## src/hw/uhf_defines.svh

```systemverilog
// Timing and framing constants for the serial flow-control block
`ifndef UHF_DEFINES_SVH
`define UHF_DEFINES_SVH
`define UHF_CLK_HZ 40000000
`define UHF_BAUD_DIV 16'h0015
`define UHF_DATA_BITS 8
`define UHF_FIFO_DEPTH 8
`define UHF_SYNC_RESET 2'h3
`endif

```

## src/hw/uhf_pkg.sv

```systemverilog
// Types shared by the serial flow-control block
package uhf_pkg;
  typedef enum logic [1:0] {
    UHF_TX_IDLE,
    UHF_TX_START,
    UHF_TX_DATA,
    UHF_TX_STOP
  } uhf_tx_state_type;
  typedef enum logic [1:0] {
    UHF_RX_IDLE,
    UHF_RX_START,
    UHF_RX_DATA,
    UHF_RX_STOP
  } uhf_rx_state_type;
endpackage : uhf_pkg

```

## src/hw/uhf_fifo.sv

```systemverilog
// Parameterised valid/ready FIFO for transmit data
`timescale 1ns/1ps
module uhf_fifo #(
  parameter int WIDTH = 8,
  parameter int DEPTH = 8
) (
  input wire logic clk,
  input wire logic rst,
  input wire logic [WIDTH-1:0] in_data,
  input wire logic in_valid,
  output logic in_ready,
  output logic [WIDTH-1:0] out_data,
  output logic out_valid,
  input wire logic out_ready
);
  localparam int AW = $clog2(DEPTH);
  logic [WIDTH-1:0] mem_ff [DEPTH];
  logic [AW-1:0] wr_ff;
  logic [AW-1:0] rd_ff;
  logic [AW:0] cnt_ff;
  logic [AW:0] nxt_cnt;
  logic in_ready_ff;
  logic push;
  logic pop;
  // Registered so the ready output comes straight from a flop
  assign in_ready = in_ready_ff;
  assign nxt_cnt = cnt_ff + (AW+1)'(push) - (AW+1)'(pop);
  assign out_valid = (cnt_ff != '0);
  assign out_data = mem_ff[rd_ff];
  assign push = in_valid && in_ready;
  assign pop = out_valid && out_ready;
  always_ff @(posedge clk) begin
    if (push) begin
      mem_ff[wr_ff] <= in_data;
    end
  end
  always_ff @(posedge clk) begin
    if (rst) begin
      wr_ff <= '0;
      rd_ff <= '0;
      cnt_ff <= '0;
      in_ready_ff <= 1'b1;
    end else begin
      if (push) begin
        wr_ff <= (wr_ff == AW'(DEPTH-1)) ? '0 : wr_ff + 1'b1;
      end
      if (pop) begin
        rd_ff <= (rd_ff == AW'(DEPTH-1)) ? '0 : rd_ff + 1'b1;
      end
      cnt_ff <= nxt_cnt;
      in_ready_ff <= (nxt_cnt != (AW+1)'(DEPTH));
    end
  end
endmodule : uhf_fifo

```

## src/hw/uhf_port.sv

```systemverilog
// One asynchronous serial port with hardware handshake lines
//
// Behaviour
// Handshake lines act only while flow control is enabled for the port.
// With clear-to-send asserted and data ready, a frame starts.
// With clear-to-send deasserted, pending data is held, no frame starts.
// Clear-to-send is sampled only at frame start, not mid-frame.
// Ready-to-receive is high while the receive register holds no unread data.
// The fast port uses the same handshake with its own lines.
// The fast port has its own serial input and output pins.
// The partner drives clear-to-send high when it can take a frame.
// Clear-to-send is synchronised to the clock before use.
`timescale 1ns/1ps
`include "uhf_defines.svh"
module uhf_port #(
  parameter int DATA_BITS = `UHF_DATA_BITS,
  parameter int FIFO_DEPTH = `UHF_FIFO_DEPTH,
  parameter logic [15:0] BAUD_DIV = `UHF_BAUD_DIV
) (
  input wire logic clk,
  input wire logic rst,
  input wire logic flow_enable,
  input wire logic [DATA_BITS-1:0] tx_data,
  input wire logic tx_valid,
  output logic tx_ready,
  output logic [DATA_BITS-1:0] rx_data,
  output logic rx_valid,
  input wire logic rx_read,
  input wire logic clear_to_send_in,
  output logic ready_to_receive_out,
  input wire logic serial_in,
  output logic serial_out
);
  import uhf_pkg::*;
  localparam int BW = $clog2(DATA_BITS);
  logic [DATA_BITS-1:0] q_data;
  logic q_valid;
  logic q_pop;
  logic cts_meta_ff;
  logic cts_sync_ff;
  logic [1:0] rxs_ff;
  uhf_tx_state_type tx_st_ff;
  logic [15:0] tx_baud_ff;
  logic [BW-1:0] tx_bit_ff;
  logic [DATA_BITS-1:0] tx_shift_ff;
  uhf_rx_state_type rx_st_ff;
  logic [15:0] rx_baud_ff;
  logic [BW-1:0] rx_bit_ff;
  logic [DATA_BITS-1:0] rx_shift_ff;
  logic tx_tick;
  logic rx_tick;
  logic may_start;
  logic rx_in;
  logic rx_done;
  logic nxt_rx_valid;

  uhf_fifo #(
    .WIDTH(DATA_BITS),
    .DEPTH(FIFO_DEPTH)
  ) u_fifo (
    .clk(clk),
    .rst(rst),
    .in_data(tx_data),
    .in_valid(tx_valid),
    .in_ready(tx_ready),
    .out_data(q_data),
    .out_valid(q_valid),
    .out_ready(q_pop)
  );

  // two-stage sync
  always_ff @(posedge clk) begin
    if (rst) begin
      cts_meta_ff <= 1'b0;
      cts_sync_ff <= 1'b0;
    end else begin
      cts_meta_ff <= clear_to_send_in;
      cts_sync_ff <= cts_meta_ff;
    end
  end

  // own serial input
  always_ff @(posedge clk) begin
    if (rst) begin
      rxs_ff <= `UHF_SYNC_RESET;
    end else begin
      rxs_ff <= {rxs_ff[0], serial_in};
    end
  end
  assign rx_in = rxs_ff[1];

  // gate only when enabled
  assign may_start = !flow_enable || cts_sync_ff;
  // start check at idle only
  assign q_pop = (tx_st_ff == UHF_TX_IDLE) && q_valid && may_start;
  assign tx_tick = (tx_baud_ff == BAUD_DIV);

  always_ff @(posedge clk) begin
    if (rst) begin
      tx_st_ff <= UHF_TX_IDLE;
      tx_baud_ff <= '0;
      tx_bit_ff <= '0;
      tx_shift_ff <= '0;
      serial_out <= 1'b1;
    end else begin
      tx_baud_ff <= (tx_tick || tx_st_ff == UHF_TX_IDLE) ? '0
                    : tx_baud_ff + 16'h0001;
      case (tx_st_ff)
        UHF_TX_IDLE: begin
          serial_out <= 1'b1;
          if (q_pop) begin
            tx_shift_ff <= q_data;
            serial_out <= 1'b0;
            tx_st_ff <= UHF_TX_START;
          end
        end
        UHF_TX_START: begin
          if (tx_tick) begin
            serial_out <= tx_shift_ff[0];
            tx_shift_ff <= tx_shift_ff >> 1;
            tx_bit_ff <= '0;
            tx_st_ff <= UHF_TX_DATA;
          end
        end
        UHF_TX_DATA: begin
          if (tx_tick) begin
            if (tx_bit_ff == BW'(DATA_BITS-1)) begin
              serial_out <= 1'b1;
              tx_st_ff <= UHF_TX_STOP;
            end else begin
              serial_out <= tx_shift_ff[0];
              tx_shift_ff <= tx_shift_ff >> 1;
              tx_bit_ff <= tx_bit_ff + 1'b1;
            end
          end
        end
        UHF_TX_STOP: begin
          if (tx_tick) begin
            tx_st_ff <= UHF_TX_IDLE;
          end
        end
        default: tx_st_ff <= UHF_TX_IDLE;
      endcase
    end
  end

  assign rx_tick = (rx_baud_ff == BAUD_DIV);
  assign rx_done = (rx_st_ff == UHF_RX_STOP) && rx_tick && rx_in;

  always_ff @(posedge clk) begin
    if (rst) begin
      rx_st_ff <= UHF_RX_IDLE;
      rx_baud_ff <= '0;
      rx_bit_ff <= '0;
      rx_shift_ff <= '0;
    end else begin
      rx_baud_ff <= (rx_tick || rx_st_ff == UHF_RX_IDLE) ? '0
                    : rx_baud_ff + 16'h0001;
      case (rx_st_ff)
        UHF_RX_IDLE: begin
          if (!rx_in) begin
            rx_st_ff <= UHF_RX_START;
            rx_baud_ff <= {1'b0, BAUD_DIV[15:1]};
          end
        end
        UHF_RX_START: begin
          if (rx_tick) begin
            rx_bit_ff <= '0;
            rx_st_ff <= rx_in ? UHF_RX_IDLE : UHF_RX_DATA;
          end
        end
        UHF_RX_DATA: begin
          if (rx_tick) begin
            rx_shift_ff <= {rx_in, rx_shift_ff[DATA_BITS-1:1]};
            if (rx_bit_ff == BW'(DATA_BITS-1)) begin
              rx_st_ff <= UHF_RX_STOP;
            end else begin
              rx_bit_ff <= rx_bit_ff + 1'b1;
            end
          end
        end
        UHF_RX_STOP: begin
          if (rx_tick) begin
            rx_st_ff <= UHF_RX_IDLE;
          end
        end
        default: rx_st_ff <= UHF_RX_IDLE;
      endcase
    end
  end

  // Pending-byte flag after this edge; a new frame wins over a read
  always_comb begin
    nxt_rx_valid = rx_valid;
    if (rx_done) begin
      nxt_rx_valid = 1'b1;
    end else if (rx_read) begin
      nxt_rx_valid = 1'b0;
    end
  end

  // Receive register
  always_ff @(posedge clk) begin
    if (rst) begin
      rx_data <= '0;
      rx_valid <= 1'b0;
    end else begin
      rx_valid <= nxt_rx_valid;
      if (rx_done) begin
        rx_data <= rx_shift_ff;
      end
    end
  end

  // ready while register empty
  always_ff @(posedge clk) begin
    if (rst) begin
      ready_to_receive_out <= 1'b0;
    end else begin
      ready_to_receive_out <= flow_enable && !nxt_rx_valid;
    end
  end
endmodule : uhf_port

```

## config.mk

```make
export PLATFORM = sky130hd
export DESIGN_NAME = uhf_port
export DESIGN_NICKNAME = d
export VERILOG_FILES = /design/src/hw/uhf_pkg.sv /design/src/hw/uhf_fifo.sv /design/src/hw/uhf_port.sv
export VERILOG_INCLUDE_DIRS = /design/src /design/src/hw
export SDC_FILE = /design/constraint.sdc
export NUM_CORES = 1
export LEC_CHECK = 0
export ABC_AREA = 1
export ABC_CLOCK_PERIOD_IN_PS = 4100
export BUFFER_PORTS_ARGS = -buffer_cell sky130_fd_sc_hd__buf_2
export CORE_MARGIN = 4
export CORE_UTILIZATION = 30
export DETAILED_ROUTE_END_ITERATION = 6
export PLACE_DENSITY_LB_ADDON = 0.25
export SYNTH_ARGS = -nofsm -noshare
export SYNTH_HDL_FRONTEND = slang
export SYNTH_HIERARCHICAL = 1
export SYNTH_SLANG_ARGS = --single-unit
```

## constraint.sdc

```tcl
create_clock -name clk -period 4.1 [get_ports clk]
set_input_delay 0.41 -clock clk [delete_from_list [all_inputs] [get_ports clk]]
set_output_delay 0.41 -clock clk [all_outputs]
set_load 0.02 [all_outputs]
```

# == Word level (Yosys, flattened, before mapping) ==
# Memories as Yosys holds them, arrays and structs flattened. A register that Yosys moved wholly into a read port is not among the register bits.
# Cells that the tools add are included.
# classes
add_sub_neg,8
eq_ne,25
muxes,42
reduce_logical,26
# op_table
op,count
$mux W16,3
$add A16 B1 Y16 const B,2
$eq A16 B5 Y1 const B,2
$mux W8,4
$mux W3,10
$pmux W8 S3,1
$mux W2,11
$ne A2 B2 Y1 const B,11
$pmux W2 S4,2
$reduce_and A5 Y1,3
$add A3 B1 Y3 const B,4
$eq A3 B3 Y1 const B,4
$pmux W3 S2,2
$eq A2 B2 Y1 const B,4
$mux W1,8
$reduce_and A4 Y1,2
$logic_and A1 B1 Y1,7
$add A4 B1 Y4,1
$eq A2 B1 Y1 const B,2
$logic_not A2 Y1,2
$ne A4 B4 Y1 const B,1
$reduce_bool A2 Y1,2
$reduce_bool A4 Y1,1
$sub A4 B1 Y4,1
8 further kinds,11
# totals
register_bits,84
ramBits,64
input_bits,15
elab_cells,121
n_memories,1
# mem_list
name,words,width,read_ports,rd_clocked_by_memory_dff,wr,line,text
u_fifo.mem_ff,8,8,1,1,1,uhf_fifo.sv:17,logic [WIDTH-1:0] mem_ff [DEPTH];

# == Logic depth before layout (Yosys ltp) ==
# logic_depth
depth_word,6
ltp_mapped,14
mapped_depth_nobuf,14

# == Hierarchy ==
# Netlist, hierarchy kept.
# modules_own_cells
mod,instances,cells_each,area_each_um2
uhf_port,1,496,3592.2
uhf_fifo,1,368,3533.4

# == Least setup slack after synthesis ==
# OpenSTA, ideal clock, no wires.
# synth_path
path_kind,reg-to-reg
from,reg tx_st_ff[0]
to,"reg u_fifo.in_ready_ff, in the netlist u_fifo/in_ready"
setup_ns,0.121
t_arrival_ns,2.084
required_ns,3.979
setup_slack_ns,1.895
stages_incl_launch_ff,13
synth_period_minus_slack_ns,2.205
path_cell_list,dfxtp_1 > inv_1 > ha_1 > nand3_2 > inv_1 > nand3_1 > nand2_1 > ha_1 > inv_1 > fa_1 > nand2_1 > nor2_1 > nand3_1
# synth_between
elab_chain_cells,6
# synth_lines
item,line,text
"start, declared",uhf_port.sv:42,uhf_tx_state_type tx_st_ff;
"start signal, assigned",uhf_port.sv:100,tx_st_ff <= UHF_TX_IDLE;
"start signal, assigned",uhf_port.sv:114,tx_st_ff <= UHF_TX_START;
"start signal, assigned",uhf_port.sv:122,tx_st_ff <= UHF_TX_DATA;
$logic_not A2 Y1,uhf_port.sv:95,assign q_pop = (tx_st_ff == UHF_TX_IDLE) && q_valid && may_start;
$logic_and A1 B1 Y1 (2 in series),uhf_port.sv:95,
net q_pop,uhf_port.sv:38,logic q_pop;
$logic_and A1 B1 Y1,uhf_fifo.sv:31,assign pop = out_valid && out_ready;
$sub A4 B1 Y4,uhf_fifo.sv:27,assign nxt_cnt = cnt_ff + (AW+1)'(push) - (AW+1)'(pop);
$ne A4 B4 Y1,uhf_fifo.sv:51,in_ready_ff <= (nxt_cnt != (AW+1)'(DEPTH));
"end signal, assigned",uhf_fifo.sv:51,
"end, declared",uhf_fifo.sv:22,logic in_ready_ff;
# The timed path passes the listed nets, and every way through them passes these cells.
# A chain may end at the register's enable or synchronous reset.

# == Worst setup path in the final report ==
# Ends and elaborated chain as after synthesis.

==> out/metrics.cfg <==
[clock_tree]
postCtsSetupBuffers=0
h-tree-depth=4
cts_hold_buffers=0
clockRootBuffer=clkbuf_16
clock_latency_ns=0.42
clock_sinks=151
tritoncts=built
cts_resized=0
cts_made_buffers=17
clk_pin_slew_ns=0.06
clk_path_buf_depth=2

[yosys]
syn_area_um2=7126
ys_seq_area_frac=0.5141
synthCells=864
ys_ff_latch=151
synth_top_area_frac=0.2697
synth-simple-area-share=0.2711
syn_area_per_cell_um2=8.247
synthTopCellsByArea=edfxtp_1 27%, dfxtp_1 24%, nand2_1 12%
yosys.area_share.adder=0.03793
ys_types=40
synth_top_family_by_area=simple AND/OR/NAND/NOR gates
synth-compound-area-share=0.05584
synthXorXnorAreaFrac=0.01106
synth_top_area_cell=edfxtp_1
yosys_warnings=6
synth.area.mux_share=0.009833
syn_nets=900

[power]
clkPwrFrac=0.322
power.share.sequential=0.391
internal_power_mw=3.114
switching_share=0.3414
power.density_nw_per_um2=585.4
pwr-share-comb=0.287
p_leak_nw=3.383
switching_power_mw=1.614
p_total_mw=4.728
vdd_drop_max_mv=0.2592

[sta]
rsz0062_at_grt=false
finalSetupViolations=0
worst_slack_ns=1.620
clock_skew_ns=0.009651
timing.final.crit_share=0.6048
slew_violations=0
min_period_ns=2.480
fmax_mhz=403.3
relSlewSlack=0.2948
setup_tns_ns=0
hold_violations=0
worst_pin_slew_ns=1.054
whs_ns=0.1690

[min_path]
hold_end=rxs_ff[0]
hold_path_depth=2
hp-start=serial_in
hp-class=input pin to register

[cells_and_area]
final_core_util=0.3451
fillers=2501
design_area_um2=8077
nets=925
area_growth_pct=13.35
drive_above_1_share=0.09978
final_cell_count_no_fill=1221
seqCellArea_um2=3664
n_antenna_cell=0
multi_input_area_um2=2749

[placement]
port_buffers=26
dp.cells=1189
dp.final_hpwl_um=9552
place_area_um2=7491
routabilityCongestion=0.7718
place_ws_ns=1.632

[critical_path]
timing.rr.start=tx_st_ff[0]
critPathArrivalTime_ns=2.77
timing.rr.end=u_fifo/in_ready
required_ns=4.39
rr_worst_depth=12
path_max_fanout=6
critPathKind=register to register
r2r_slack_ns=1.62
critPathLaunchType=register
endpoint_kind=register

[floorplanning]
ioPinCount=27
die_w_um=162.1
std_cell_rows=56
die-area_um2=26280
core_region_area_um2=23400
initial_utilization=0.3045
die_h_um=162.1

[status]
outcome=finished, final reports clean

[global_route]
overflow=0
grt.total_usage=0.1131
antenna_found_initial=0
grt_pass1_vias=4909
grt_pass1_wl_um=24000
grt_max_degree=34

[routing]
wl_um=14380
antenna_left=0
drc=0
avgRoutedWirePerCell_um=11.78
vias=5237
drtPass1Iterations=4
via_per_inst=4.289
drtIter0Drc=271

[job]
drv_cap=0

kinds of logic (layout without fill, tap and decap cells):
group	Yosys count	in the layout
and+or+nand+nor	443	443
adders and majority gates	21	21
DFF	151	151
AOI/OAI and AO/OA	70	70
buffers and inverters	163	201
xor gates and xnor gates	9	9
muxes	7	7
power groups by stage:
stage	Clock [mW]	Combinational [mW]	Sequential, mW
after floorplan	0	1.15	1.84
after global routing	1.62	1.58	1.87
after global placement	0	1.37	1.88
after detailed placement	0	1.37	1.88
final	1.52	1.36	1.85
after CTS	1.56	1.38	1.85
final cells by class:
| class | instances | area share |
|---|---|---|
| clock buffer | 24 | 0.06507 |
| clock inverter | 8 | 0.007436 |
| inverter | 141 | 0.06615 |
| multi-input combinational | 550 | 0.3404 |
| sequential | 151 | 0.4536 |
| tap | 319 | 0.04942 |
| timing repair buffer | 28 | 0.01797 |
cells in the mapped netlist:
cell type / instances
inv_1: 136
o21ai_0: 19
nor3b_1: 3
nand2_1: 222
buf_1: 1
xnor2_1: 3
buf_6: 9
nand3_2: 1
nand2_2: 7
fa_1: 1
mux2i_1: 7
inv_6: 1
nor3_1: 18
o21bai_1: 1
clkbuf_1: 3
o211ai_1: 1
and2_1: 1
nand4_1: 15
xor2_1: 6
nor2_4: 3
nor2_2: 4
a211oi_1: 9
nor3_2: 2
or2_2: 6
a31oi_1: 1
inv_2: 2
nand3_4: 2
nand3_1: 55
buf_8: 1
nand2_4: 2
ha_1: 20
buf_2: 5
clkinv_1: 2
a21oi_1: 35
dfxtp_1: 87
a21oi_4: 1
o21a_1: 3
edfxtp_1: 64
buf_4: 3
nor2_1: 102
per-layer routing:
layer  track usage  share of wire  up-vias
li1              -              -     2787
met1        0.1489           0.50     2390
met2        0.1853           0.47       45
met3       0.02563          0.022       15
met4       0.03691          0.013        0
met5             0              0        -
worst max path at each step:
stage	startpoint	end	slack, ns
final	tx_st_ff[0]	u_fifo/in_ready	1.62
after global routing	tx_st_ff[0]	u_fifo/in_ready	1.36
after CTS	tx_st_ff[0]	u_fifo/in_ready	1.61
after detailed placement	rst	rx_baud_ff[7]	1.63
after global placement	rst	rx_baud_ff[15]	1.62
after floorplan	tx_st_ff[0]	u_fifo/in_ready	1.90
worst max-delay path, cell delays in order (launching register included):
cell,delay [ns]
dfxtp_1,0.33
inv_1,0.11
ha_1,0.32
nand3_2,0.18
inv_1,0.18
nand3_1,0.15
nand2_1,0.11
ha_1,0.19
inv_1,0.06
fa_1,0.49
nand2_1,0.06
nor2_1,0.10
nand3_1,0.09
cells in the final DEF, fill, tap and decap left out, types with 3 or more instances in the layout:
cell / count
nor2_2: 4
buf_2: 26
nor2_4: 3
a21oi_1: 35
nand3_1: 55
ha_1: 20
nor3_1: 18
nor2_1: 102
mux2i_1: 7
xnor2_1: 3
nand2_1: 222
o21a_1: 3
inv_1: 136
o21ai_0: 19
xor2_1: 6
nor3b_1: 3
nand4_1: 15
nand2_2: 7
clkbuf_8: 3
a211oi_1: 9
clkinv_4: 3
or2_2: 6
dfxtp_1: 87
edfxtp_1: 64
clkbuf_16: 19
registers in the layout (all words and copies together), names as in the netlist, named ones only:
name,flops
u_fifo/mem_ff,64
rx_baud_ff,16
tx_baud_ff,16
rx_data,8
rx_shift_ff,8
tx_shift_ff,8
u_fifo/cnt_ff,4
rx_bit_ff,3
tx_bit_ff,3
u_fifo/rd_ff,3
u_fifo/wr_ff,3
rxs_ff,2
tx_st_ff,2
cts_meta_ff,1
cts_sync_ff,1
ready_to_receive_out,1
rx_st_ff,1
rx_valid,1
serial_out,1
u_fifo/in_ready,1
Power figures use the tool's default switching activity.
